==> src/phs_pkg.sv <==
// Purpose: Shared constants for the pixel hit stream encoder
// Assumes: One core clock, AXI4-Lite register access with 32-bit data
// Notes: Functional notes below, one line per behaviour
// Functional notes
// - Hits addressed by column, quarter-row, 2x8 map
// - Widths follow map, top row first, left-right
// - 4-bit widths; suppress option drops them all
// - Final-row flag set only on column's last row
// - Adjacent-row flag replaces row number when consecutive
// - Column address six bits, only 1..55
// - Internal tag is 111 plus eight bits
// - Column may resume later, adjacent flag does not continue
// - Stream ends at event limit or idle input
// - Trailing block bits after stream are zeros
// - Marker on: at least six trailing zeros
// - First block of stream has start bit set
// - Map bit is one where width is not 1111
// - Compression default on; off gives raw 16 bits
// - Tree level one: top then bottom row bits
// - Half-row bits, pair bits, then pair maps
// - Tree emitted depth-first, one row at a time
// - Every 2-bit code 01 becomes single 0
// - Each 64-bit block begins with stream start bit
// - New stream opens with 8-bit event tag
// - End marker is six zeros, can be disabled
package phs_pkg;
  // Register map (byte addresses)
  localparam logic [7:0] PHS_ADDR_CONF = 8'h00;
  localparam logic [7:0] PHS_ADDR_STAT = 8'h04;
  // Settings register fields
  localparam int PHS_CONF_COMPRESS = 0;
  localparam int PHS_CONF_SUPPRESS = 1;
  localparam int PHS_CONF_MARKER = 2;
  localparam int PHS_CONF_NE_LSB = 8;
  localparam logic PHS_RST_COMPRESS = 1'b1;
  localparam logic PHS_RST_SUPPRESS = 1'b0;
  localparam logic PHS_RST_MARKER = 1'b1;
  localparam logic [5:0] PHS_RST_NE = 6'h10;
  // Status register fields
  localparam int PHS_STAT_BUSY = 0;
  localparam int PHS_STAT_CNT_LSB = 16;
  // Field widths and codes
  localparam int PHS_CCOL_W = 6;
  localparam int PHS_QROW_W = 8;
  localparam int PHS_TAG_W = 8;
  localparam int PHS_TOT_W = 4;
  localparam logic [2:0] PHS_ITAG_PFX = 3'h7;
  localparam logic [5:0] PHS_CCOL_MAX = 6'h37;
  localparam logic [3:0] PHS_TOT_NOHIT = 4'hF;
  localparam logic [4:0] PHS_RAW_LEN = 5'h10;
  localparam logic [4:0] PHS_CODE_W = 5'h1E;
  localparam logic [7:0] PHS_EOS_LEN = 8'h06;
  localparam logic [6:0] PHS_PAY_W = 7'h3F;
  localparam logic [7:0] PHS_PEND_W = 8'h80;
  // AXI responses
  localparam logic [1:0] PHS_RESP_OKAY = 2'h0;
  localparam logic [1:0] PHS_RESP_SLVERR = 2'h2;
  // Encoder states
  typedef enum logic [1:0] {
    PHS_IDLE = 2'b00,
    PHS_RUN = 2'b01,
    PHS_CLOSE = 2'b10
  } phs_st_t;
endpackage

==> src/phs_map_if.sv <==
// Purpose: Carries a quarter-core map to the map coder and its code back
// Assumes: Purely combinational path inside one clock domain
// Notes: Code is left-aligned in code, length in len
interface phs_map_if;
  logic [15:0] map;
  logic compress;
  logic [29:0] code;
  logic [4:0] len;
  modport enc (input map, input compress, output code, output len);
  modport user (output map, output compress, input code, input len);
endinterface

==> src/phs_map_enc.sv <==
// Purpose: Binary-tree coding of a 16-bit quarter-core hit map
// Assumes: Map bit 15 is the top-left pixel, bit 0 the bottom-right
// Notes: Combinational; result left-aligned, length up to 30
module phs_map_enc
  import phs_pkg::*;
(
  phs_map_if.enc m
);
  // Append one tree element, 01 shortened to a single 0
  function automatic logic [34:0] put2(logic [29:0] c, logic [4:0] n, logic [1:0] v);
    if (v == 2'b01) begin
      return {c, 5'(n + 5'h01)};
    end
    return {c | ({v, 28'h0} >> n), 5'(n + 5'h02)};
  endfunction

  // Depth-first tree walk, one row complete before the next
  always_comb begin
    logic [29:0] c;
    logic [4:0] n;
    logic [1:0] rows;
    logic [7:0] row;
    logic [1:0] hv;
    logic [3:0] half;
    logic [1:0] pv;
    c = '0;
    n = '0;
    rows = {|m.map[15:8], |m.map[7:0]};
    row = '0;
    hv = '0;
    half = '0;
    pv = '0;
    if (!m.compress) begin
      c = {m.map, 14'h0};
      n = PHS_RAW_LEN;
    end else begin
      {c, n} = put2(c, n, rows);
      for (int r = 0; r < 2; r++) begin
        if (rows[1-r]) begin
          row = m.map[15-8*r -: 8];
          hv = {|row[7:4], |row[3:0]};
          {c, n} = put2(c, n, hv);
          for (int h = 0; h < 2; h++) begin
            if (hv[1-h]) begin
              half = row[7-4*h -: 4];
              {c, n} = put2(c, n, {|half[3:2], |half[1:0]});
            end
          end
          for (int h = 0; h < 2; h++) begin
            half = row[7-4*h -: 4];
            pv = {|half[3:2], |half[1:0]};
            for (int p = 0; p < 2; p++) begin
              if (hv[1-h] && pv[1-p]) begin
                {c, n} = put2(c, n, half[3-2*p -: 2]);
              end
            end
          end
        end
      end
    end
    m.code = c;
    m.len = n;
  end
endmodule

==> src/phs_stream_enc.sv <==
// Purpose: Packs tags and hit quarter-cores into 64-bit stream blocks
// Assumes: Every event starts with a tag item; event_end marks its last item
// Notes: Block bit 63 is the stream start bit, payload bits 62..0
//
// Local design decisions: register access over AXI4-Lite and the address map.
module phs_stream_enc
  import phs_pkg::*;
(
  input wire logic clock_in,
  input wire logic rst_n_in,
  // Item input from the column readout
  input wire logic item_valid_in,
  output logic item_ready_out,
  input wire logic item_is_tag_in,
  input wire logic item_event_end_in,
  input wire logic [7:0] item_tag_in,
  input wire logic [5:0] item_ccol_in,
  input wire logic [7:0] item_qrow_in,
  input wire logic item_col_last_in,
  input wire logic [63:0] item_tot_in,
  // Block output
  output logic blk_valid_out,
  input wire logic blk_ready_in,
  output logic [63:0] blk_data_out,
  // AXI4-Lite slave
  input wire logic [7:0] s_axi_awaddr_in,
  input wire logic s_axi_awvalid_in,
  output logic s_axi_awready_out,
  input wire logic [31:0] s_axi_wdata_in,
  input wire logic [3:0] s_axi_wstrb_in,
  input wire logic s_axi_wvalid_in,
  output logic s_axi_wready_out,
  output logic [1:0] s_axi_bresp_out,
  output logic s_axi_bvalid_out,
  input wire logic s_axi_bready_in,
  input wire logic [7:0] s_axi_araddr_in,
  input wire logic s_axi_arvalid_in,
  output logic s_axi_arready_out,
  output logic [31:0] s_axi_rdata_out,
  output logic [1:0] s_axi_rresp_out,
  output logic s_axi_rvalid_out,
  input wire logic s_axi_rready_in
);
  typedef struct packed {
    phs_st_t st;
    logic [127:0] pend;
    logic [7:0] plen;
    logic [62:0] blk;
    logic [6:0] fill;
    logic first;
    logic ovalid;
    logic [63:0] odata;
    logic [5:0] cur_ccol;
    logic col_open;
    logic [7:0] prev_qrow;
    logic prev_ok;
    logic evt_done;
    logic [6:0] evcnt;
    logic [15:0] nstreams;
    logic compress;
    logic suppress;
    logic marker;
    logic [5:0] ne;
    logic aw_done;
    logic [7:0] awaddr;
    logic w_done;
    logic [31:0] wdata;
    logic [3:0] wstrb;
    logic bvalid;
    logic [1:0] bresp;
    logic rvalid;
    logic [31:0] rdata;
    logic [1:0] rresp;
  } phs_state_t;

  phs_state_t r;
  phs_state_t n;
  logic [1:0] rst_sync_r;
  logic rst_n;
  logic take;
  logic close_now;
  logic new_col;
  logic nbr;
  logic col_ok;
  logic can_emit;
  logic [6:0] limit;
  logic [15:0] hit_map;
  phs_map_if hm ();

  // Append n low bits of v after the first l bits of a
  function automatic logic [135:0] app(logic [127:0] a, logic [7:0] l, logic [63:0] v,
                                       logic [6:0] nb);
    logic [127:0] t;
    t = {64'h0, v} << 8'(PHS_PEND_W - l - {1'b0, nb});
    return {a | t, 8'(l + {1'b0, nb})};
  endfunction

  // Reset release through two flip-flops
  always_ff @(posedge clock_in or negedge rst_n_in) begin
    if (!rst_n_in) begin
      rst_sync_r <= 2'b00;
    end else begin
      rst_sync_r <= {rst_sync_r[0], 1'b1};
    end
  end
  assign rst_n = rst_sync_r[1];

  // Hit map from widths, all-ones means no hit
  always_comb begin
    for (int i = 0; i < 16; i++) begin
      hit_map[15-i] = item_tot_in[63-4*i -: 4] != PHS_TOT_NOHIT;
    end
  end
  assign hm.map = hit_map;
  assign hm.compress = r.compress;

  phs_map_enc u_map (
    .m(hm)
  );

  // Input decisions
  assign limit = (r.ne == 6'h00) ? 7'h01 : {1'b0, r.ne};
  assign new_col = !r.col_open || (item_ccol_in != r.cur_ccol);
  assign nbr = !new_col && r.prev_ok && (item_qrow_in == 8'(r.prev_qrow + 8'h01));
  assign col_ok = (item_ccol_in != 6'h00) && (item_ccol_in <= PHS_CCOL_MAX);
  assign close_now = (r.st == PHS_RUN) && r.evt_done && (r.plen == 8'h00) &&
                     (!item_valid_in || (item_is_tag_in && (r.evcnt >= limit)));
  assign item_ready_out = (r.plen == 8'h00) &&
                          (((r.st == PHS_IDLE) && item_is_tag_in) ||
                           ((r.st == PHS_RUN) && !close_now));
  assign take = item_valid_in && item_ready_out;
  assign can_emit = !r.ovalid || blk_ready_in;

  // AXI handshake outputs
  assign s_axi_awready_out = !r.aw_done && !r.bvalid;
  assign s_axi_wready_out = !r.w_done && !r.bvalid;
  assign s_axi_arready_out = !r.rvalid;
  assign s_axi_bvalid_out = r.bvalid;
  assign s_axi_bresp_out = r.bresp;
  assign s_axi_rvalid_out = r.rvalid;
  assign s_axi_rdata_out = r.rdata;
  assign s_axi_rresp_out = r.rresp;
  assign blk_valid_out = r.ovalid;
  assign blk_data_out = r.odata;

  // Next state of the whole block
  always_comb begin
    logic [127:0] acc;
    logic [7:0] al;
    logic [6:0] space;
    logic [7:0] tk;
    acc = '0;
    al = '0;
    space = '0;
    tk = '0;
    n = r;
    // Output block taken by the sink
    if (r.ovalid && blk_ready_in) begin
      n.ovalid = 1'b0;
    end
    // Move pending bits into the block, MSB first
    space = 7'(PHS_PAY_W - r.fill);
    tk = (r.plen < {1'b0, space}) ? r.plen : {1'b0, space};
    n.blk = r.blk | 63'(r.pend[127:65] >> r.fill);
    n.pend = r.pend << tk;
    n.plen = 8'(r.plen - tk);
    n.fill = 7'(r.fill + tk[6:0]);
    // Full block, or stream tail padded with zeros
    if (can_emit && ((n.fill == PHS_PAY_W) ||
        ((r.st == PHS_CLOSE) && (n.plen == 8'h00) && (n.fill != 7'h00)))) begin
      n.ovalid = 1'b1;
      n.odata = {r.first, n.blk};
      n.first = 1'b0;
      n.blk = '0;
      n.fill = '0;
    end
    // Stream tail finished
    if ((r.st == PHS_CLOSE) && (n.plen == 8'h00) && (n.fill == 7'h00)) begin
      n.st = PHS_IDLE;
      n.nstreams = 16'(r.nstreams + 16'h0001);
    end
    // Close stream, end marker as six zero bits
    if (close_now) begin
      n.st = PHS_CLOSE;
      n.plen = r.marker ? PHS_EOS_LEN : 8'h00;
    end
    // Compose the fields of one item
    if (take) begin
      n.col_open = 1'b0;
      n.prev_ok = 1'b0;
      if (item_is_tag_in) begin
        n.evt_done = 1'b0;
        if (r.st == PHS_IDLE) begin
          {acc, al} = app(acc, al, 64'(item_tag_in), 7'(PHS_TAG_W));
          n.st = PHS_RUN;
          n.first = 1'b1;
          n.evcnt = 7'h01;
        end else begin
          {acc, al} = app(acc, al, 64'({PHS_ITAG_PFX, item_tag_in}), 7'(PHS_TAG_W + 3));
          n.evcnt = 7'(r.evcnt + 7'h01);
        end
      end else if (col_ok) begin
        if (new_col) begin
          {acc, al} = app(acc, al, 64'(item_ccol_in), 7'(PHS_CCOL_W));
        end
        {acc, al} = app(acc, al, 64'({item_col_last_in, nbr}), 7'h02);
        if (!nbr) begin
          {acc, al} = app(acc, al, 64'(item_qrow_in), 7'(PHS_QROW_W));
        end
        {acc, al} = app(acc, al, 64'(hm.code >> 5'(PHS_CODE_W - hm.len)), 7'(hm.len));
        for (int i = 0; i < 16; i++) begin
          if (hit_map[15-i] && !r.suppress) begin
            {acc, al} = app(acc, al, 64'(item_tot_in[63-4*i -: 4]), 7'(PHS_TOT_W));
          end
        end
        n.cur_ccol = item_ccol_in;
        n.col_open = !item_col_last_in;
        n.prev_qrow = item_qrow_in;
        n.prev_ok = !item_col_last_in;
      end else begin
        n.col_open = r.col_open;
        n.prev_ok = r.prev_ok;
      end
      if (item_event_end_in) begin
        n.evt_done = 1'b1;
      end
      n.pend = acc;
      n.plen = al;
    end
    // AXI write address and data, taken in either order
    if (s_axi_awvalid_in && s_axi_awready_out) begin
      n.aw_done = 1'b1;
      n.awaddr = s_axi_awaddr_in;
    end
    if (s_axi_wvalid_in && s_axi_wready_out) begin
      n.w_done = 1'b1;
      n.wdata = s_axi_wdata_in;
      n.wstrb = s_axi_wstrb_in;
    end
    if (r.bvalid && s_axi_bready_in) begin
      n.bvalid = 1'b0;
    end
    if (n.aw_done && n.w_done && !r.bvalid) begin
      n.aw_done = 1'b0;
      n.w_done = 1'b0;
      n.bvalid = 1'b1;
      n.bresp = PHS_RESP_OKAY;
      if (n.awaddr == PHS_ADDR_CONF) begin
        if (n.wstrb[0]) begin
          n.compress = n.wdata[PHS_CONF_COMPRESS];
          n.suppress = n.wdata[PHS_CONF_SUPPRESS];
          n.marker = n.wdata[PHS_CONF_MARKER];
        end
        if (n.wstrb[1]) begin
          n.ne = n.wdata[PHS_CONF_NE_LSB +: 6];
        end
      end else if (n.awaddr != PHS_ADDR_STAT) begin
        n.bresp = PHS_RESP_SLVERR;
      end
    end
    // AXI read
    if (r.rvalid && s_axi_rready_in) begin
      n.rvalid = 1'b0;
    end
    if (s_axi_arvalid_in && s_axi_arready_out) begin
      n.rvalid = 1'b1;
      n.rdata = '0;
      n.rresp = PHS_RESP_OKAY;
      if (s_axi_araddr_in == PHS_ADDR_CONF) begin
        n.rdata[PHS_CONF_COMPRESS] = r.compress;
        n.rdata[PHS_CONF_SUPPRESS] = r.suppress;
        n.rdata[PHS_CONF_MARKER] = r.marker;
        n.rdata[PHS_CONF_NE_LSB +: 6] = r.ne;
      end else if (s_axi_araddr_in == PHS_ADDR_STAT) begin
        n.rdata[PHS_STAT_BUSY] = r.st != PHS_IDLE;
        n.rdata[PHS_STAT_CNT_LSB +: 16] = r.nstreams;
      end else begin
        n.rresp = PHS_RESP_SLVERR;
      end
    end
  end

  // State register
  always_ff @(posedge clock_in or negedge rst_n) begin
    if (!rst_n) begin
      r <= '0;
      r.st <= PHS_IDLE;
      r.compress <= PHS_RST_COMPRESS;
      r.suppress <= PHS_RST_SUPPRESS;
      r.marker <= PHS_RST_MARKER;
      r.ne <= PHS_RST_NE;
    end else begin
      r <= n;
    end
  end

  // Stream opens with an 8-bit tag
  property p_tag_start;
    @(posedge clock_in) disable iff (!rst_n)
    (take && (r.st == PHS_IDLE)) |=> (r.plen == 8'h08) && r.first && (r.fill == 7'h00);
  endproperty
  a_tag_start: assert property (p_tag_start) else $error("stream did not open with tag");

  // Internal tag is eleven bits led by three ones
  property p_int_tag;
    @(posedge clock_in) disable iff (!rst_n)
    (take && item_is_tag_in && (r.st == PHS_RUN)) |=>
      (r.plen == 8'h0B) && (r.pend[127:125] == 3'b111);
  endproperty
  a_int_tag: assert property (p_int_tag) else $error("internal tag malformed");

  // Closing appends six zero bits only with the marker on
  property p_marker;
    @(posedge clock_in) disable iff (!rst_n)
    close_now |=> (r.st == PHS_CLOSE) && (r.plen == ($past(r.marker) ? 8'h06 : 8'h00));
  endproperty
  a_marker: assert property (p_marker) else $error("end marker length wrong");

  // Start bit of each block is set on the stream's first block only
  property p_start_bit;
    @(posedge clock_in) disable iff (!rst_n)
    (can_emit && n.ovalid && (n.fill == 7'h00) && (r.fill + r.plen != 8'h00)) |=>
      blk_valid_out && (blk_data_out[63] == $past(r.first)) && !r.first;
  endproperty
  a_start_bit: assert property (p_start_bit) else $error("stream start bit wrong");

  // A held block stays unchanged until taken
  property p_hold;
    @(posedge clock_in) disable iff (!rst_n)
    (blk_valid_out && !blk_ready_in) |=> blk_valid_out && $stable(blk_data_out);
  endproperty
  a_hold: assert property (p_hold) else $error("block changed while stalled");

  // A new column address is nonzero and below 56
  property p_ccol;
    @(posedge clock_in) disable iff (!rst_n)
    (take && !item_is_tag_in && new_col && col_ok) |=>
      (r.pend[127:122] != 6'h00) && (r.pend[127:122] <= PHS_CCOL_MAX);
  endproperty
  a_ccol: assert property (p_ccol) else $error("column address out of range");

  // Within a column the field opens with the final-row flag
  property p_last_flag;
    @(posedge clock_in) disable iff (!rst_n)
    (take && !item_is_tag_in && !new_col) |=>
      (r.pend[127] == $past(item_col_last_in)) && (r.pend[126] == $past(nbr));
  endproperty
  a_last_flag: assert property (p_last_flag) else $error("row flags wrong");

  // Raw map with widths dropped and neighbour row is 18 bits
  property p_suppress;
    @(posedge clock_in) disable iff (!rst_n)
    (take && !item_is_tag_in && !new_col && nbr && r.suppress && !r.compress) |=>
      (r.plen == 8'h12);
  endproperty
  a_suppress: assert property (p_suppress) else $error("suppressed length wrong");

  // Idle input at an event boundary ends the stream
  property p_close;
    @(posedge clock_in) disable iff (!rst_n)
    ((r.st == PHS_RUN) && r.evt_done && (r.plen == 8'h00) && !item_valid_in) |=>
      (r.st == PHS_CLOSE) ##[1:6] (r.st == PHS_IDLE || blk_valid_out);
  endproperty
  a_close: assert property (p_close) else $error("stream not ended");

  // Uncompressed map is exactly sixteen bits
  property p_raw;
    @(posedge clock_in) disable iff (!rst_n)
    !r.compress |-> (hm.len == PHS_RAW_LEN) && (hm.code[29:14] == hit_map);
  endproperty
  a_raw: assert property (p_raw) else $error("raw map length wrong");
endmodule

==> config.mk <==
export PLATFORM = sky130hd
export DESIGN_NAME = phs_stream_enc
export DESIGN_NICKNAME = d
export VERILOG_FILES = /design/src/phs_pkg.sv /design/src/phs_map_if.sv /design/src/phs_map_enc.sv /design/src/phs_stream_enc.sv
export SDC_FILE = /design/constraint.sdc
export NUM_CORES = 2
export LEC_CHECK = 0
export ABC_CLOCK_PERIOD_IN_PS = 10800
export BUFFER_PORTS_ARGS = -buffer_cell sky130_fd_sc_hd__buf_4
export CAP_MARGIN = 10
export CORE_MARGIN = 2
export CORE_UTILIZATION = 40
export DETAILED_ROUTE_END_ITERATION = 16
export GPL_TIMING_DRIVEN = 0
export SYNTH_ARGS = -nofsm -noshare
export SYNTH_HDL_FRONTEND = slang
export SYNTH_HIERARCHICAL = 1
export SYNTH_SLANG_ARGS = --single-unit
==> constraint.sdc <==
create_clock -name clock_in -period 10.8 [get_ports clock_in]
set_input_delay 1.62 -clock clock_in [delete_from_list [all_inputs] [get_ports clock_in]]
set_output_delay 1.62 -clock clock_in [all_outputs]
set_load 0.05 [all_outputs]
==> impl_metrics.csv, run 1 <==
group,metric,value,unit
outcome,status,"stopped before the end",
outcome,lastStage,"global routing (5_1_grt)",
outcome,stop_error,"[ERROR GRT-0116] Global routing finished with congestion. Check the congestion regions in the DRC Viewer.",
yosys,mappedNetlistArea,0.0674,sq mm
yosys,ys_ff_latch,374,
yosys,syn_avg_cell_area,6.93,sq um
yosys,synth_cells,9723,
global_routing,grt_pass1_wl,794,mm
yosys,seq_area_frac_synth,13.9,%
global_routing,track_usage,65.0,%
yosys,synth_ff_type,"dfrtp_1",
global_routing,grt_max_degree,71,
die,initial_core_util,40.3,%
die,ios,257,
place,dpl_cell_area,0.0733,sq mm
die,fp.dieW,414,um
yosys,synth_edf_count,0,
yosys,async_flop_share,100,%
place,port-buffer-count,212,
clocking,cts_buffers,37,
yosys,yosys_warnings,6,
die,fp.dieH,414,um
clocking,h-tree-depth,2,
global_routing,grt-ovfl-total,6,
place,gp_congestion,1.27,
clocking,root_buffer,"clkbuf_16",
clocking,hold_buffers,0,
clocking,cts_sinks,374,
yosys,synth_cell_types,138,
die,fp-row-count,150,
place,dp_hpwl,433,mm
global_routing,first_global_vias,97600,
clocking,cts_buffer_depth,3,
-- metal layers --
metal  GRT overflow  track usage [%]
met1              0             67.3
met2              3             83.4
met3              0             45.1
met4              3             63.3
met5              0             14.9
-- cells by family after synthesis --
| kind of cell | count (synthesis) | synth area share [%] |
|---|---|---|
| xor gates and xnor gates | 349 | 5.84 |
| buffers and inverters | 919 | 5.87 |
| DFF | 374 | 13.9 |
| and+or+nand+nor | 4061 | 27.0 |
| muxes | 746 | 13.0 |
| adders and majority gates | 83 | 1.58 |
| other | 2 | 0.0111 |
| AOI/OAI and AO/OA | 3189 | 32.8 |
-- cells in the mapped netlist (150+ instances only) --
| cell type | count | area (sq um) |
|---|---|---|
| a21oi_1 | 588 | 2940 |
| a221oi_1 | 186 | 1630 |
| clkbuf_1 | 515 | 1930 |
| dfrtp_1 | 371 | 9280 |
| mux2_2 | 150 | 1690 |
| mux2i_1 | 507 | 5070 |
| nand2_1 | 1533 | 5750 |
| nand3_1 | 436 | 2180 |
| nor2_1 | 1117 | 4190 |
| nor3_1 | 284 | 1420 |
| o211ai_1 | 158 | 1190 |
| o21ai_0 | 640 | 3200 |
| o221ai_1 | 187 | 1640 |
| o22ai_1 | 214 | 1340 |
| xnor2_1 | 217 | 1900 |
-- stage by stage --
stage | worst slack, ps | util, % | std cells
2_1_floorplan | -10930 | - | 9731
3_3_place_gp | -17090 | 43.5 | 12100
3_5_place_dp | -17260 | 43.9 | 12200
4_1_cts | -11740 | 46.2 | 12400
-- timing repair --
action	in CTS
buffers inserted	99
setup endpoints to repair	136
pin swaps	97
gates resized for setup	334
==> run 2, diff against run 1 <==
--- a/config.mk
+++ b/config.mk
@@ -5,13 +5,14 @@
 export SDC_FILE = /design/constraint.sdc
 export NUM_CORES = 2
 export LEC_CHECK = 0
-export ABC_CLOCK_PERIOD_IN_PS = 10800
+export ABC_CLOCK_PERIOD_IN_PS = 14050
 export BUFFER_PORTS_ARGS = -buffer_cell sky130_fd_sc_hd__buf_4
 export CAP_MARGIN = 10
 export CORE_MARGIN = 2
-export CORE_UTILIZATION = 40
+export CORE_UTILIZATION = 25
 export DETAILED_ROUTE_END_ITERATION = 16
 export GPL_TIMING_DRIVEN = 0
+export PLACE_DENSITY_LB_ADDON = 0.15
 export SYNTH_ARGS = -nofsm -noshare
 export SYNTH_HDL_FRONTEND = slang
 export SYNTH_HIERARCHICAL = 1
==> constraint.sdc (replaced) <==
create_clock -name clock_in -period 14.05 [get_ports clock_in]
set_input_delay 2.1075 -clock clock_in [delete_from_list [all_inputs] [get_ports clock_in]]
set_output_delay 2.1075 -clock clock_in [all_outputs]
set_load 0.05 [all_outputs]
==> run 2 against run 1 <==
The flow now finishes, with violations (max-capacitance violations, max-slew violations, negative setup slack). Synthesized cell count unchanged. Synthesized area unchanged.
==> impl_metrics.csv, run 2 <==
group,metric,value,unit
setup_path,arrival,23860,ps
setup_path,cpMostUsedCell,"ha_4",
die,die_area,0.274,sq mm
cells_and_area,regMostFlops,"r",
run,max_cap_viol_count,7,
cells_and_area,final_common_cell,"nand2_1",
clocking,path_clk_slew,60,ps
cells_and_area,largest_reg_flops,277,
hold_path,hold_path.class,"reg2reg",
sta,finalSetupViolCount,134,
clocking,h-tree-depth,2,
yosys,async_flop_share,100,%
yosys,mappedNetlistArea,0.0674,sq mm
yosys,ys_ff_latch,374,
cells_and_area,finalCoreUtilization,31.5,%
sta,slew_headroom,-3.07,%
die,fp.dieH,523,um
setup_path,critPathKind,"in2reg",
outcome,violations,"max-capacitance violations, max-slew violations, negative setup slack",
global_routing,first_global_vias,88300,
sta,setup_tns,-1184300,ps
sta,fin_crit,23300,ps
detailed_routing,drt-total-wl,664,mm
sta,rsz0062_at_grt,"true",
sta,tightest_slew,1540,ps
clocking,cts_buffers,47,
setup_path,crit_path_max_incr_delay,590,ps
setup_path,critPathMaxFanout,10,
yosys,synth_most_common_cell,"nand2_1",
yosys,synth_edf_count,0,
detailed_routing,drtIter0Drc,15500,
clocking,root_buffer,"clkbuf_16",
setup_path,start_kind,"input pin",
die,ios,257,
yosys,synth_top_cell_by_area,"dfrtp_1",
detailed_routing,ant_nets,0,
die,core,0.268,sq mm
yosys,synth_top_area_share,13.8,%
setup_path,worstPathRequired,14610,ps
yosys,synth_cell_types,138,
clocking,cts_tree,"built",
die,fp.dieW,523,um
global_routing,track_usage,46.3,%
clocking,cts_sinks,374,
global_routing,antenna_found_initial,59,
sta,clock_skew,85.1,ps
cells_and_area,drive_above_1_share,18.7,%
detailed_routing,routedWlPerCell,47.3,um
global_routing,grt-ovfl-total,0,
setup_path,r2r_slack,-1980,ps
detailed_routing,drc,0,
place,dp_hpwl,555,mm
sta,setup_ws,-9250,ps
place,port-buffer-count,212,
detailed_routing,vias,95900,
detailed_routing,drt_pre_antenna_iters,12,
detailed_routing,viasPerCell,6.84,
global_routing,grt_max_degree,70,
sta,hold_slack,359,ps
die,fp-row-count,190,
yosys,synthTopCellsByArea,"dfrtp_1 14%, nand2_1 8.5%, mux2i_1 7.5%, nor2_1 6.2%, o21ai_0 4.8%",
yosys,synth_cells,9723,
yosys,synth_ff_type,"dfrtp_1",
yosys,seq_area_frac_synth,13.9,%
die,initial_core_util,25.1,%
sta,drv_slew,27,
cells_and_area,mostFrequentLayoutCells,"1467 x nand2_1, 1064 x nor2_1, 579 x buf_4",
setup_path,slowest_stage,"clkbuf_1",
sta,layout_worst_path_cycle_share,166,%
sta,finalHoldViolations,0,
outcome,status,"finished with violations",
yosys,syn_avg_cell_area,6.93,sq um
place,gp_congestion,1.15,
clocking,cts_buffer_depth,3,
clocking,insertion_delay,820,ps
cells_and_area,nets,10600,
setup_path,cp-end-kind,"register",
place,post-place-ws,-16280,ps
global_routing,grt_pass1_wl,854,mm
yosys,yosys_warnings,6,
cells_and_area,syn2layout_area_growth,25.5,%
yosys,synth_common_cells,"1533 x nand2_1, 1117 x nor2_1, 640 x o21ai_0",
sta,max_freq,0.0429,GHz
run 2: cell counts after synthesis:
No cell type changed its count.
run 2: through the flow:
step	std cells	cell area [sq um]
floorplan	9731	68400
global placement	13500	74400
CTS	13800	79700
finish	14000	84500
global route	14000	84400
detailed placement	13600	75700
run 2: kinds of logic after synthesis:
family | after synthesis | share of synthesized area (%)
mux | 746 | 13.0
simple gates | 4061 | 27.0
compound gates | 3189 | 32.8
xor+xnor | 349 | 5.84
buf+inv | 919 | 5.87
flops | 374 | 13.9
fa+ha+maj | 83 | 1.58
other cells | 2 | 0.0111
run 2: final timing paths:
check | from | to | cells after the start
setup / recovery | item_tot_in[59] | r[300]$_DFF_PN0_ | 111
max in group asynchronous | rst_sync_r[1]$_DFF_PN0_ | r[336]$_DFF_PN0_ | 4
hold reg to reg | rst_sync_r[0]$_DFF_PN0_ | rst_sync_r[1]$_DFF_PN0_ | 0
min in group asynchronous | rst_sync_r[1]$_DFF_PN0_ | blk_data_out[57]$_DFFE_PN0P_ | 0
setup reg to reg | hm.compress$_DFFE_PN1P_ | r[361]$_DFF_PN0_ | 29
hold / removal | rst_sync_r[0]$_DFF_PN0_ | rst_sync_r[1]$_DFF_PN0_ | 0
run 2: critical path, delay by kind of cell:
kind | cells | cell delay [ps]
buffers and inverters | 19 | 2710
muxes | 1 | 190
adders and majority gates | 20 | 4880
AOI/OAI and AO/OA | 27 | 6430
and+or+nand+nor | 37 | 5240
xor gates and xnor gates | 7 | 2180
run 2: timing repair:
item                                    CTS  global route
gates cloned                              1             5
resized for setup                       342           553
endpoints found under the setup margin  136           135
pin swaps                                82           199
buffers inserted                         90           225
endpoints found under the hold margin     0             0
hold buffers                              0             0
run 2: routing by layer:
| metal | track usage [%] | part of all wire (%) | vias up |
|---|---|---|---|
| met1 | 53.4 | 37 | 48200 |
| li1 | - | - | 38200 |
| met3 | 13.0 | 10 | 2227 |
| met4 | 40.9 | 11 | 28 |
| met2 | 70.0 | 42 | 7322 |
| met5 | 0 | 0.028 | - |
run 2: area by class of cell:
cell class	instances	area (sq um)
fill	29400	183000
buffer	765	3830
timing repair buffer	638	5960
tap	3552	4440
clock buffer	66	1350
inverter	148	647
antenna	32	80.1
multi-input combinational	8438	58600
clock inverter	21	287
sequential	374	9370
Power of run 2 is not shown: default switching activity piles up to over one toggle a cycle in this logic, so the estimate is an artifact.
